$ cat src/design/dpmu_pkg.sv
// package for the upper code point priority map: widths, register indices,
// field layout and the struct carriers shared by the map and its bench.
// assumes a 32-bit avalon-mm register bus with byte addresses.
package dpmu_pkg;

  // classifier side widths
  localparam int DSCP_W = 6;
  localparam int PRIO_W = 3;
  // number of mapping registers in this slice of the table
  localparam int REG_COUNT = 11;
  localparam int IDX_W = 4;

  // bus widths
  localparam int ADDR_W = 12;
  localparam int DATA_W = 32;
  localparam int BE_W = 4;
  localparam int REG_W = 8;

  // register indices; byte address is four times the index
  localparam logic [9:0] DSCP_PRIO_MAP_2A_2B_IDX = 10'h355;
  localparam logic [9:0] DSCP_PRIO_MAP_2C_2D_IDX = 10'h356;
  localparam logic [9:0] DSCP_PRIO_MAP_2E_2F_IDX = 10'h357;
  localparam logic [9:0] DSCP_PRIO_MAP_30_31_IDX = 10'h358;
  localparam logic [9:0] DSCP_PRIO_MAP_32_33_IDX = 10'h359;
  localparam logic [9:0] DSCP_PRIO_MAP_34_35_IDX = 10'h35A;
  localparam logic [9:0] DSCP_PRIO_MAP_36_37_IDX = 10'h35B;
  localparam logic [9:0] DSCP_PRIO_MAP_38_39_IDX = 10'h35C;
  localparam logic [9:0] DSCP_PRIO_MAP_3A_3B_IDX = 10'h35D;
  localparam logic [9:0] DSCP_PRIO_MAP_3C_3D_IDX = 10'h35E;
  localparam logic [9:0] DSCP_PRIO_MAP_3E_3F_IDX = 10'h35F;
  // table base is the first register of this slice
  localparam logic [9:0] MAP_BASE_IDX = DSCP_PRIO_MAP_2A_2B_IDX;
  // byte-lane offset bits below the index
  localparam int LANE_BITS = 2;

  // first code point covered, and its pair number (code point >> 1)
  localparam logic [DSCP_W-1:0] FIRST_CODE = 6'h2A;
  localparam logic [DSCP_W-2:0] FIRST_PAIR = 5'h15;

  // field layout inside each 8-bit mapping register
  localparam int LO_LSB = 0;
  localparam int HI_LSB = 4;
  localparam int RSVD_LO_BIT = 3;
  localparam int RSVD_HI_BIT = 7;
  localparam logic [PRIO_W-1:0] PRIO_RESET = 3'h0;

  // code point lookup request from the classifier
  typedef struct packed {
    logic valid;
    logic [DSCP_W-1:0] code;
  } dpmu_req_t;

  // lookup answer, one cycle after the request
  typedef struct packed {
    logic valid;
    logic hit;
    logic [PRIO_W-1:0] prio;
  } dpmu_resp_t;

  // bus handshake states, one-hot
  typedef enum logic [1:0] {
    BUS_IDLE = 2'b01,
    BUS_ACK = 2'b10
  } dpmu_bus_state_t;

endpackage : dpmu_pkg

$ cat src/design/dpmu_map_upper.sv
// code point to priority map, upper slice (0x2A..0x3F), avalon-mm slave.
// assumes the request input comes from logic on mclk and that the bus
// master holds each request until it sees waitrequest low.
// Notes on behaviour
// - 0x2A low field, 0x2B high, first register
// - 0x2C, 0x2D from second register fields
// - 0x2E, 0x2F from register 0x0357
// - 0x30, 0x31 from register 0x0358
// - 0x32, 0x33 from register 0x0359
// - 0x34, 0x35 from register 0x035A
// - 0x36, 0x37 from register 0x035B
// - 0x38, 0x39 from register 0x035C
// - 0x3A, 0x3B from register 0x035D
// - 0x3C, 0x3D from register 0x035E
// - 0x3E, 0x3F from register 0x035F
// - bits 7 and 3 read zero, ignore writes
// - priority fields read/write, reset to zero
`timescale 1ns/100ps
module dpmu_map_upper (
  // clock and reset
  input wire logic mclk,
  input wire logic rstn,
  // avalon-mm slave
  input wire logic [dpmu_pkg::ADDR_W-1:0] avsAddress,
  input wire logic avsRead,
  input wire logic avsWrite,
  input wire logic [dpmu_pkg::BE_W-1:0] avsByteenable,
  input wire logic [dpmu_pkg::DATA_W-1:0] avsWritedata,
  output logic [dpmu_pkg::DATA_W-1:0] avsReaddata,
  output logic avsWaitrequest,
  // classifier lookup
  input wire dpmu_pkg::dpmu_req_t lookupReq,
  output dpmu_pkg::dpmu_resp_t lookupResp
);
  import dpmu_pkg::*;

  // priority fields, one low and one high per register
  logic [PRIO_W-1:0] loField_reg [REG_COUNT];
  logic [PRIO_W-1:0] hiField_reg [REG_COUNT];
  // bus state and registered read data
  dpmu_bus_state_t busState_reg;
  dpmu_bus_state_t busState_next;
  logic [DATA_W-1:0] readData_reg;
  // lookup answer register
  dpmu_resp_t resp_reg;

  // decode a byte address: hit flag and table slot
  function automatic logic [IDX_W:0] decodeAddr(input logic [ADDR_W-1:0] addr);
    logic [9:0] wordIdx;
    logic [9:0] slot;
    wordIdx = addr[ADDR_W-1:LANE_BITS];
    slot = wordIdx - MAP_BASE_IDX;
    if (addr[LANE_BITS-1:0] == 2'h0 && wordIdx >= MAP_BASE_IDX &&
        slot < 10'(REG_COUNT)) begin
      decodeAddr = {1'b1, slot[IDX_W-1:0]};
    end else begin
      decodeAddr = {1'b0, {IDX_W{1'b0}}};
    end
  endfunction : decodeAddr

  // bus decode, shared by read and write paths
  logic [IDX_W:0] busDec;
  logic busHit;
  logic [IDX_W-1:0] busSlot;
  logic busReq;
  logic busCommit;
  assign busDec = decodeAddr(avsAddress);
  assign busHit = busDec[IDX_W];
  assign busSlot = busDec[IDX_W-1:0];
  assign busReq = avsRead | avsWrite;
  // the edge where waitrequest is sampled low is the commit edge
  assign busCommit = busReq && (busState_reg == BUS_ACK);
  assign avsWaitrequest = busReq && (busState_reg != BUS_ACK);
  assign avsReaddata = readData_reg;

  // one wait state per access: idle sees the request, ack completes it
  always_comb begin
    case (busState_reg)
      BUS_IDLE: busState_next = busReq ? BUS_ACK : BUS_IDLE;
      BUS_ACK: busState_next = BUS_IDLE;
      default: busState_next = BUS_IDLE;
    endcase
  end

  // bus state register
  always_ff @(posedge mclk) begin
    if (!rstn) begin
      busState_reg <= BUS_IDLE;
    end else begin
      busState_reg <= busState_next;
    end
  end

  // read data is captured in the wait cycle so it stands at the commit edge;
  // reserved bits and unmapped words read as zero
  always_ff @(posedge mclk) begin
    if (!rstn) begin
      readData_reg <= 32'h0000_0000;
    end else if (avsRead && busState_reg == BUS_IDLE) begin
      if (busHit) begin
        readData_reg <= {24'h00_0000, 1'b0, hiField_reg[busSlot],
                         1'b0, loField_reg[busSlot]};
      end else begin
        readData_reg <= 32'h0000_0000;
      end
    end
  end

  // field storage; writes land on the commit edge through byte lane 0 only,
  // so a stray upper-lane write can never disturb the table
  generate
    for (genvar gi = 0; gi < REG_COUNT; gi++) begin : g_field
      always_ff @(posedge mclk) begin
        if (!rstn) begin
          loField_reg[gi] <= PRIO_RESET;
          hiField_reg[gi] <= PRIO_RESET;
        end else if (busCommit && avsWrite && busHit && avsByteenable[0] &&
                     busSlot == IDX_W'(gi)) begin
          // bits 3 and 7 are simply not stored
          loField_reg[gi] <= avsWritedata[LO_LSB +: PRIO_W];
          hiField_reg[gi] <= avsWritedata[HI_LSB +: PRIO_W];
        end
      end
    end
  endgenerate

  // lookup: pair number minus the base pair gives the slot, parity the field
  logic [DSCP_W-2:0] pairRel;
  logic codeHit;
  logic [IDX_W-1:0] codeSlot;
  assign codeHit = (lookupReq.code >= FIRST_CODE);
  assign pairRel = lookupReq.code[DSCP_W-1:1] - FIRST_PAIR;
  assign codeSlot = pairRel[IDX_W-1:0];

  // registered answer; codes below this slice answer with hit low, prio zero
  always_ff @(posedge mclk) begin
    if (!rstn) begin
      resp_reg <= '0;
    end else begin
      resp_reg.valid <= lookupReq.valid;
      resp_reg.hit <= lookupReq.valid && codeHit;
      if (lookupReq.valid && codeHit) begin
        resp_reg.prio <= lookupReq.code[0] ? hiField_reg[codeSlot]
                                           : loField_reg[codeSlot];
      end else begin
        resp_reg.prio <= PRIO_RESET;
      end
    end
  end
  assign lookupResp = resp_reg;

  // helper for the hold checks: a write that really lands in the table.
  // kept apart from the storage enable so a broken enable still shows up
  logic wrLands;
  assign wrLands = avsWrite && !avsWaitrequest && busHit && avsByteenable[0];

  // per slot: a field only changes when a write lands in its own slot,
  // which also covers refused lanes, misaligned and unmapped writes
  generate
    for (genvar gk = 0; gk < REG_COUNT; gk++) begin : g_field_chk

    end
  endgenerate
endmodule : dpmu_map_upper

$ cat config.mk
export PLATFORM = sky130hd
export DESIGN_NAME = dpmu_map_upper
export DESIGN_NICKNAME = d
export VERILOG_FILES = /design/src/design/dpmu_pkg.sv /design/src/design/dpmu_map_upper.sv
export SDC_FILE = /design/constraint.sdc
export NUM_CORES = 1
export LEC_CHECK = 0
export ABC_CLOCK_PERIOD_IN_PS = 3000
export BUFFER_PORTS_ARGS = -buffer_cell sky130_fd_sc_hd__buf_2
export CAP_MARGIN = 20
export CORE_ASPECT_RATIO = 1.25
export CORE_MARGIN = 2
export CORE_UTILIZATION = 40
export CTS_CLUSTER_DIAMETER = 30
export DETAILED_ROUTE_END_ITERATION = 6
export PLACE_DENSITY = 0.73
export SKIP_LAST_GASP = 1
export SYNTH_ARGS = -nofsm -noshare
export SYNTH_HDL_FRONTEND = slang
export SYNTH_SLANG_ARGS = --single-unit
$ cat constraint.sdc
create_clock -name mclk -period 3 [get_ports mclk]
set_input_delay 0.3 -clock mclk [delete_from_list [all_inputs] [get_ports mclk]]
set_output_delay 0.3 -clock mclk [all_outputs]
set_load 0.005 [all_outputs]
Word level (Yosys, flattened, before mapping)

Memory sizes are Yosys's and may differ from the RTL's.
Index checks and enable logic that the tools add are counted.

Word-level logic and storage cells: 132
Output and inout bits: 38
Bits in read-only memories: 0
Input bits: 59
Memory bits (writable): 66
Latch bits: 0
Memories: 2
Register bits: 39

Memory list:

| name        | words | width | rd ports | clocked after Yosys merged registers in | write ports | line                 | text |
|---|---|---|---|---|---|---|---|
| hiField_reg | 11    | 3     | 2        | 0                                       | 11          | dpmu_map_upper.sv:39 | `logic [PRIO_W-1:0] hiField_reg [REG_COUNT];` |
| loField_reg | 11    | 3     | 2        | 0                                       | 11          | dpmu_map_upper.sv:38 | `logic [PRIO_W-1:0] loField_reg [REG_COUNT];` |

$lt $le $gt $ge: 3
Bitwise gates (word level): 23
Div/mod/pow operators: 0
Reductions and logical operators: 24
Shifts and indexed selects: 0
Equality and inequality tests: 13
Multipliers: 0
Multiplexer cells: 60
$add $sub $neg: 2

Operators with widths:

| kind                                                        | number |
|---|---|
| two-way mux 3 bit                                           | 23 |
| two-way mux 1 bit                                           | 34 |
| bitwise OR 1 bit                                            | 23 |
| logical AND 1 bit                                           | 20 |
| equality test 4 x 3 -> 1 bit, second input constant         | 4 |
| equality test 4 bit, second input constant                  | 3 |
| >= comparator 10 bit, second input constant                 | 1 |
| less-than comparator 10 x 4 -> 1 bit, second input constant | 1 |
| subtractor 10 bit, second input constant                    | 1 |
| equality test 4 x 2 -> 1 bit, second input constant         | 2 |
| two-way mux 7 bit                                           | 1 |
| >= comparator 6 bit, second input constant                  | 1 |
| two-way mux 5 bit                                           | 1 |
| equality test 4 x 1 -> 1 bit, second input constant         | 1 |
| logical NOT 4 bit                                           | 1 |
| AND reduction 2 bit                                         | 2 |
| subtractor 4 x 3 -> 4 bit, second input constant            | 1 |
| equality test 2 x 1 -> 1 bit, second input constant         | 1 |
| equality test 2 bit, second input constant                  | 1 |
| logical NOT 2 bit                                           | 1 |
| two-way mux 2 bit                                           | 1 |
| != test 2 bit, second input constant                        | 1 |

Depth between registers and ports, before layout

Gate-level depths: netlist of the first run.

Word-level depth: 11
Mapped depth: 12
Depth with buffers taken out: 8

Least setup slack after synthesis of the first run

OpenSTA, ideal clock, no wires.

Kind: input to register
Start point: input port avsAddress[2] (netlist bit)
End point: memory hiField_reg[1][0] (enable)
Setup time: 318 ps
Data arrival time: 2602 ps
Buffers on the path: 4
Cell stages on the path: 12
Data required time: 2682 ps
Setup slack: 79 ps
Cell sequence: buf_4 -> inv_1 -> ha_1 -> buf_2 -> nor2b_1 -> or4_4 -> a2111oi_4 -> and4_1 -> buf_6 -> buf_12 -> nand3_4 -> nand2_1

RTL lines:

| item            | line                 | text |
|---|---|---|
| start, declared | dpmu_map_upper.sv:24 | `input wire logic [dpmu_pkg::ADDR_W-1:0] avsAddress,` |
| end, declared   | dpmu_map_upper.sv:39 |  |

==> results of run 1 <==
-- synth_stat cells, drive strengths merged, types with 8 or more instances --
cell type / count
nor2: 99
edfxtp: 66
buf: 37
mux4: 23
nand2: 23
a21oi: 16
mux2i: 15
nand3: 15
clkbuf: 13
dfxtp: 13
o21ai: 9
inv: 8
nor3: 8
-- per-layer routing --
layer | track usage, % | up-vias | share of wire (%) | wire, um
met4 | 12.2 | 0 | 5.3 | 586
met5 | 0 | - | 0 | 0
met2 | 32.7 | 137 | 54 | 5920
met3 | 3.09 | 37 | 4.8 | 526
li1 | - | 1594 | - | -
met1 | 19.0 | 1661 | 36 | 4010
-- cells by family (layout without fill, tap and decap cells) --
group           after synthesis  after routing  synth area share (%)
compound gates               63             63                  9.49
xor+xnor                      5              5                 0.939
fa+ha+maj                     4              4                  1.07
buf+inv                      58             85                  7.46
flops                        79             79                  48.1
mux                          40             40                  14.8
other cells                   1             26                0.0804
simple gates                173            173                  18.1
-- power groups by stage --
| stage | Combinational [mW] | Clock [mW] | Sequential, mW |
|---|---|---|---|
| final | 0.377 | 1.11 | 1.24 |
| after global routing | 0.411 | 1.16 | 1.24 |
| after CTS | 0.376 | 1.12 | 1.24 |
| after detailed placement | 0.374 | 0 | 1.26 |
| after global placement | 0.366 | 0 | 1.26 |
| after floorplan | 0.284 | 0 | 1.26 |
-- worst max-delay path by stage --
stage                        end  slack, ps  depth (start not counted)
5_1_grt        loField_reg[8][2]        300                         10
2_1_floorplan  hiField_reg[1][0]         80                         12
3_3_place_gp   hiField_reg[5][0]        130                         10
3_5_place_dp   loField_reg[8][1]         60                         10
6_report       hiField_reg[5][2]        430                         10
4_1_cts        hiField_reg[8][0]        410                         10
-- through the flow --
stage                     hold WS [ps]  utilization (%)  cells
final                              221             46.0    613
after global routing               239             46.0    613
after CTS                          230             46.0    613
after detailed placement           541             43.3    597
after global placement             518             43.3    597
after floorplan                    444                -    448
-- layout make-up --
| class | count | area [um^2] |
|---|---|---|
| inverter | 8 | 30.0 |
| timing repair buffer | 61 | 368 |
| sequential | 79 | 2240 |
| clock inverter | 6 | 67.6 |
| multi-input combinational | 311 | 2170 |
| fill | 1023 | 6220 |
| clock buffer | 10 | 239 |
| tap | 138 | 173 |
==> results.yml, run 1 <==
status:
  status: "finished, final reports clean"
power_and_ir_drop:
  p_total_mw: 2.73
  powerDensity_nw_per_um2: 516
  p_sw_share_pct: 25.0
  pwr-share-comb_pct: 13.8
  vdd_drop_max_mv: 0.226
  p_switching_mw: 0.682
  p_int_mw: 2.05
  power.leakage_nw: 2.02
  pwr-share-clk_pct: 40.7
  sequentialPowerShare_pct: 45.5
die:
  die_h_um: 125
  start_util_pct: 40.6
  row_count: 44
  die-area_um2: 12500
  num_io_pins: 97
  die_w_um: 101
  fp.coreArea_um2: 11500
finish:
  drive_gt1_share_pct: 23.8
  layout.cells.most_common: "nor2_1"
  layout.nets: 533
  mostFrequentLayoutCells: "nor2_1, edfxtp_1, buf_2, conb_1"
  syn_to_final_growth_pct: 13.4
  fin_area_um2: 5290
  insertedDiodeCount: 0
cts:
  clkTransAtPathRegs_ps: 60
  cts_setup_buffers: 0
  clockBufferDepth: 2
  cts.sink_count: 79
  post_cts.resized_instances: 0
  cts_htree_levels: 3
  cts_tree: "yes"
  postCtsHoldBufs: 0
  cts-buffers-inserted: 9
  cts_root_buffer: "clkbuf_16"
  clock_latency_ps: 340
setup_path:
  crit_required_ps: 3020
  reg2reg_depth: 5
  r2r_slack_ps: 1110
  path_cells: "buf_2 -> inv_1 -> ha_1 -> nor2b_1 -> or4_4 -> a2111oi_4 -> and4_1 -> buf_12 -> nand3_4 -> nand2_1"
  crit_start: "avsAddress[3]"
  cp_max_fo: 17
  crit_buf_inv: 3
  crit_arrival_ps: 2590
  end_kind: "flop"
  path_class: "in -> reg"
  critPathLaunchType: "primary input"
  crit_path_top_delay_cell: "or4_4"
  worstReg2RegStart: "busState_reg[1]"
  max_stage_delay_ps: 520
  worstReg2RegEnd: "loField_reg[8][2]"
  cpLargestDelayFamily: "simple AND/OR/NAND/NOR gates"
timing:
  period_minus_slack_ps: 2570
  rsz0062_at_grt: "no"
  skew_ps: 8.00
  timing.fmax_mhz: 389
  worst_slew_pin_slew_ps: 596
  setup_violations: 0
  slew_violations: 0
  worst_slack_ps: 427
  slew_headroom_pct: 60.2
  finalCritPeriodShare_pct: 85.8
  finalHoldViolations: 0
  fin_tns_setup_ps: 0
synth:
  syn_inst: 423
  yosys.area.top_type_share_pct: 42.5
  ys_warn_count: 0
  synth_cell_types: 55
  synth_top_cells_by_area: "edfxtp_1, mux4_2, nor2_1"
  synth-seq-area-share_pct: 48.1
  async_flop_share_pct: 0
  synth_edf_count: 66
  ys.flop_type: "edfxtp_1"
  ys_seq_elements: 79
  syn_area_um2: 4670
  yosysTopAreaCell: "edfxtp_1"
  avgSynthCellArea_um2: 11.0
global_routing:
  track_usage_pct: 18.3
  grt_pass1_vias: 3414
  antenna_found_initial: 0
  grt_overflow_total: 0
  grt_max_degree: 24
  grt_first_pass_wirelength_um: 17300
min_path:
  hold_depth: 2
  hold_class: "in -> reg"
  worstHoldStart: "lookupReq[6]"
  whs_endpoint: "lookupResp[4]"
detailed_routing:
  drc: 0
  totalWireLength_um: 11000
  first_pass_iters: 5
  vias: 3429
  drtAntennaViolNets: 0
  post_drt_via_cell_ratio: 5.59
  post_drt_wl_per_cell_um: 18.0
  drtIter0Drc: 175
run:
  drv_cap: 0
placed_design:
  io_buffers: 41
  routabilityCongestion: 0.969
  placed_cell_area_um2: 4980
  detailed_place_hpwl_um: 8530
  pre_cts_slack_ps: 59.8
Note: power is estimated with default switching activity, not from simulation.
==> inputs of run 2 (changes only) <==
Settings changed: CORE_UTILIZATION 40 to 50, PLACE_DENSITY 0.73 to 0.86.
==> results.yml, run 2 (same netlist as run 1, synthesis figures left out) <==
setup_path:
  end_kind: "flop"
  crit_arrival_ps: 2630
  crit_start: "avsAddress[3]"
  worstReg2RegStart: "busState_reg[1]"
  crit_required_ps: 3020
  cp_max_fo: 17
  critPathLaunchType: "primary input"
  path_class: "in -> reg"
power_and_ir_drop:
  vdd_drop_max_mv: 0.308
  p_total_mw: 2.71
  power.leakage_nw: 1.99
  powerDensity_nw_per_um2: 519
global_routing:
  track_usage_pct: 23.1
  grt_overflow_total: 0
  grt_max_degree: 25
  grt_pass1_vias: 3541
  antenna_found_initial: 0
  grt_first_pass_wirelength_um: 17700
die:
  die-area_um2: 10100
  fp.coreArea_um2: 9130
  die_w_um: 90.4
  start_util_pct: 51.1
  num_io_pins: 97
  die_h_um: 112
  row_count: 39
placed_design:
  detailed_place_hpwl_um: 8320
  routabilityCongestion: 0.905
  io_buffers: 41
finish:
  drive_gt1_share_pct: 22.6
  insertedDiodeCount: 0
  nFillCells: 722
  layout.cells.most_common: "nor2_1"
  mostFrequentLayoutCells: "nor2_1, edfxtp_1, buf_2, conb_1"
  layout.nets: 528
  fin_util_pct: 57.3
  syn_to_final_growth_pct: 12.0
detailed_routing:
  drtAntennaViolNets: 0
  post_drt_via_cell_ratio: 6.01
  first_pass_iters: 5
  drtIter0Drc: 321
  drc: 0
  vias: 3566
  post_drt_wl_per_cell_um: 19.4
  totalWireLength_um: 11500
cts:
  cts_tree: "yes"
  cts_setup_buffers: 0
  cts_root_buffer: "clkbuf_16"
  postCtsHoldBufs: 0
  clkTransAtPathRegs_ps: 60
  cts-buffers-inserted: 9
  cts.sink_count: 79
  clock_latency_ps: 350
  cts_htree_levels: 3
  post_cts.resized_instances: 0
  clockBufferDepth: 2
timing:
  slew_violations: 0
  slew_headroom_pct: 47.5
  rsz0062_at_grt: "no"
  timing.fmax_mhz: 383
  skew_ps: 7.15
  setup_violations: 0
  finalCritPeriodShare_pct: 87.0
  period_minus_slack_ps: 2610
  fin_tns_setup_ps: 0
  finalHoldViolations: 0
  worst_slew_pin_slew_ps: 782
  hold_slack_ps: 197
run:
  drv_cap: 0
min_path:
  worstHoldStart: "lookupReq[6]"
  hold_class: "in -> reg"
status:
  status: "finished, final reports clean"
## run 2: changes by cell type in the layout (fill, tap and decap cells not counted), sizes merged
cell,delta
buf,-5
clkbuf,+1
inv,-1
## run 2: worst max-delay path, cell delays in order
cell and delay (ps):
buf_2 140, inv_1 100, ha_1 200, buf_4 160
or2b_1 250, o311ai_0 390, o2bb2ai_1 200, and4_1 270
buf_12 190, nand3_1 140, nand2_1 280
## run 2: path summary, 6_finish.rpt
check,endpoint,slack [ps],depth (start not counted)
max,hiField_reg[9][0],390,11
min,lookupResp[4],200,2
max reg2reg,hiField_reg[5][0],940,5
min reg2reg,avsReaddata[1],530,2
## run 2: routing by layer
layer  part of all wire (%)  track usage, %  up-vias  routed length (um)
met5                      0               0        -                   0
met1                     33            24.6     1706                3790
met3                    9.0            5.14       46                1040
met2                     53            41.7      231                6050
li1                       -               -     1583                   -
met4                    5.2            13.9        0                 600
## run 2: stage by stage
| step | cell area, um^2 | instances | setup WS, ps |
|---|---|---|---|
| floorplan | 4760 | 448 | 79.4 |
| global placement | 4930 | 577 | 144 |
| detailed placement | 4930 | 577 | 61.8 |
| CTS | 5230 | 593 | 406 |
| global route | 5230 | 593 | 283 |
| finish | 5230 | 593 | 390 |
## run 2: cell type report
| type | instances | area, um^2 | area share (%) |
|---|---|---|---|
| timing repair buffer | 56 | 330 | 6.32 |
| multi-input combinational | 311 | 2170 | 41.5 |
| inverter | 8 | 30.0 | 0.575 |
| clock inverter | 5 | 57.6 | 1.10 |
| tap | 123 | 154 | 2.94 |
| clock buffer | 11 | 243 | 4.64 |
| sequential | 79 | 2240 | 42.9 |
## run 2: power breakdown
group          internal, mW  switching (mW)
Clock                 0.667           0.426
Combinational         0.151           0.228
Sequential             1.22          0.0225
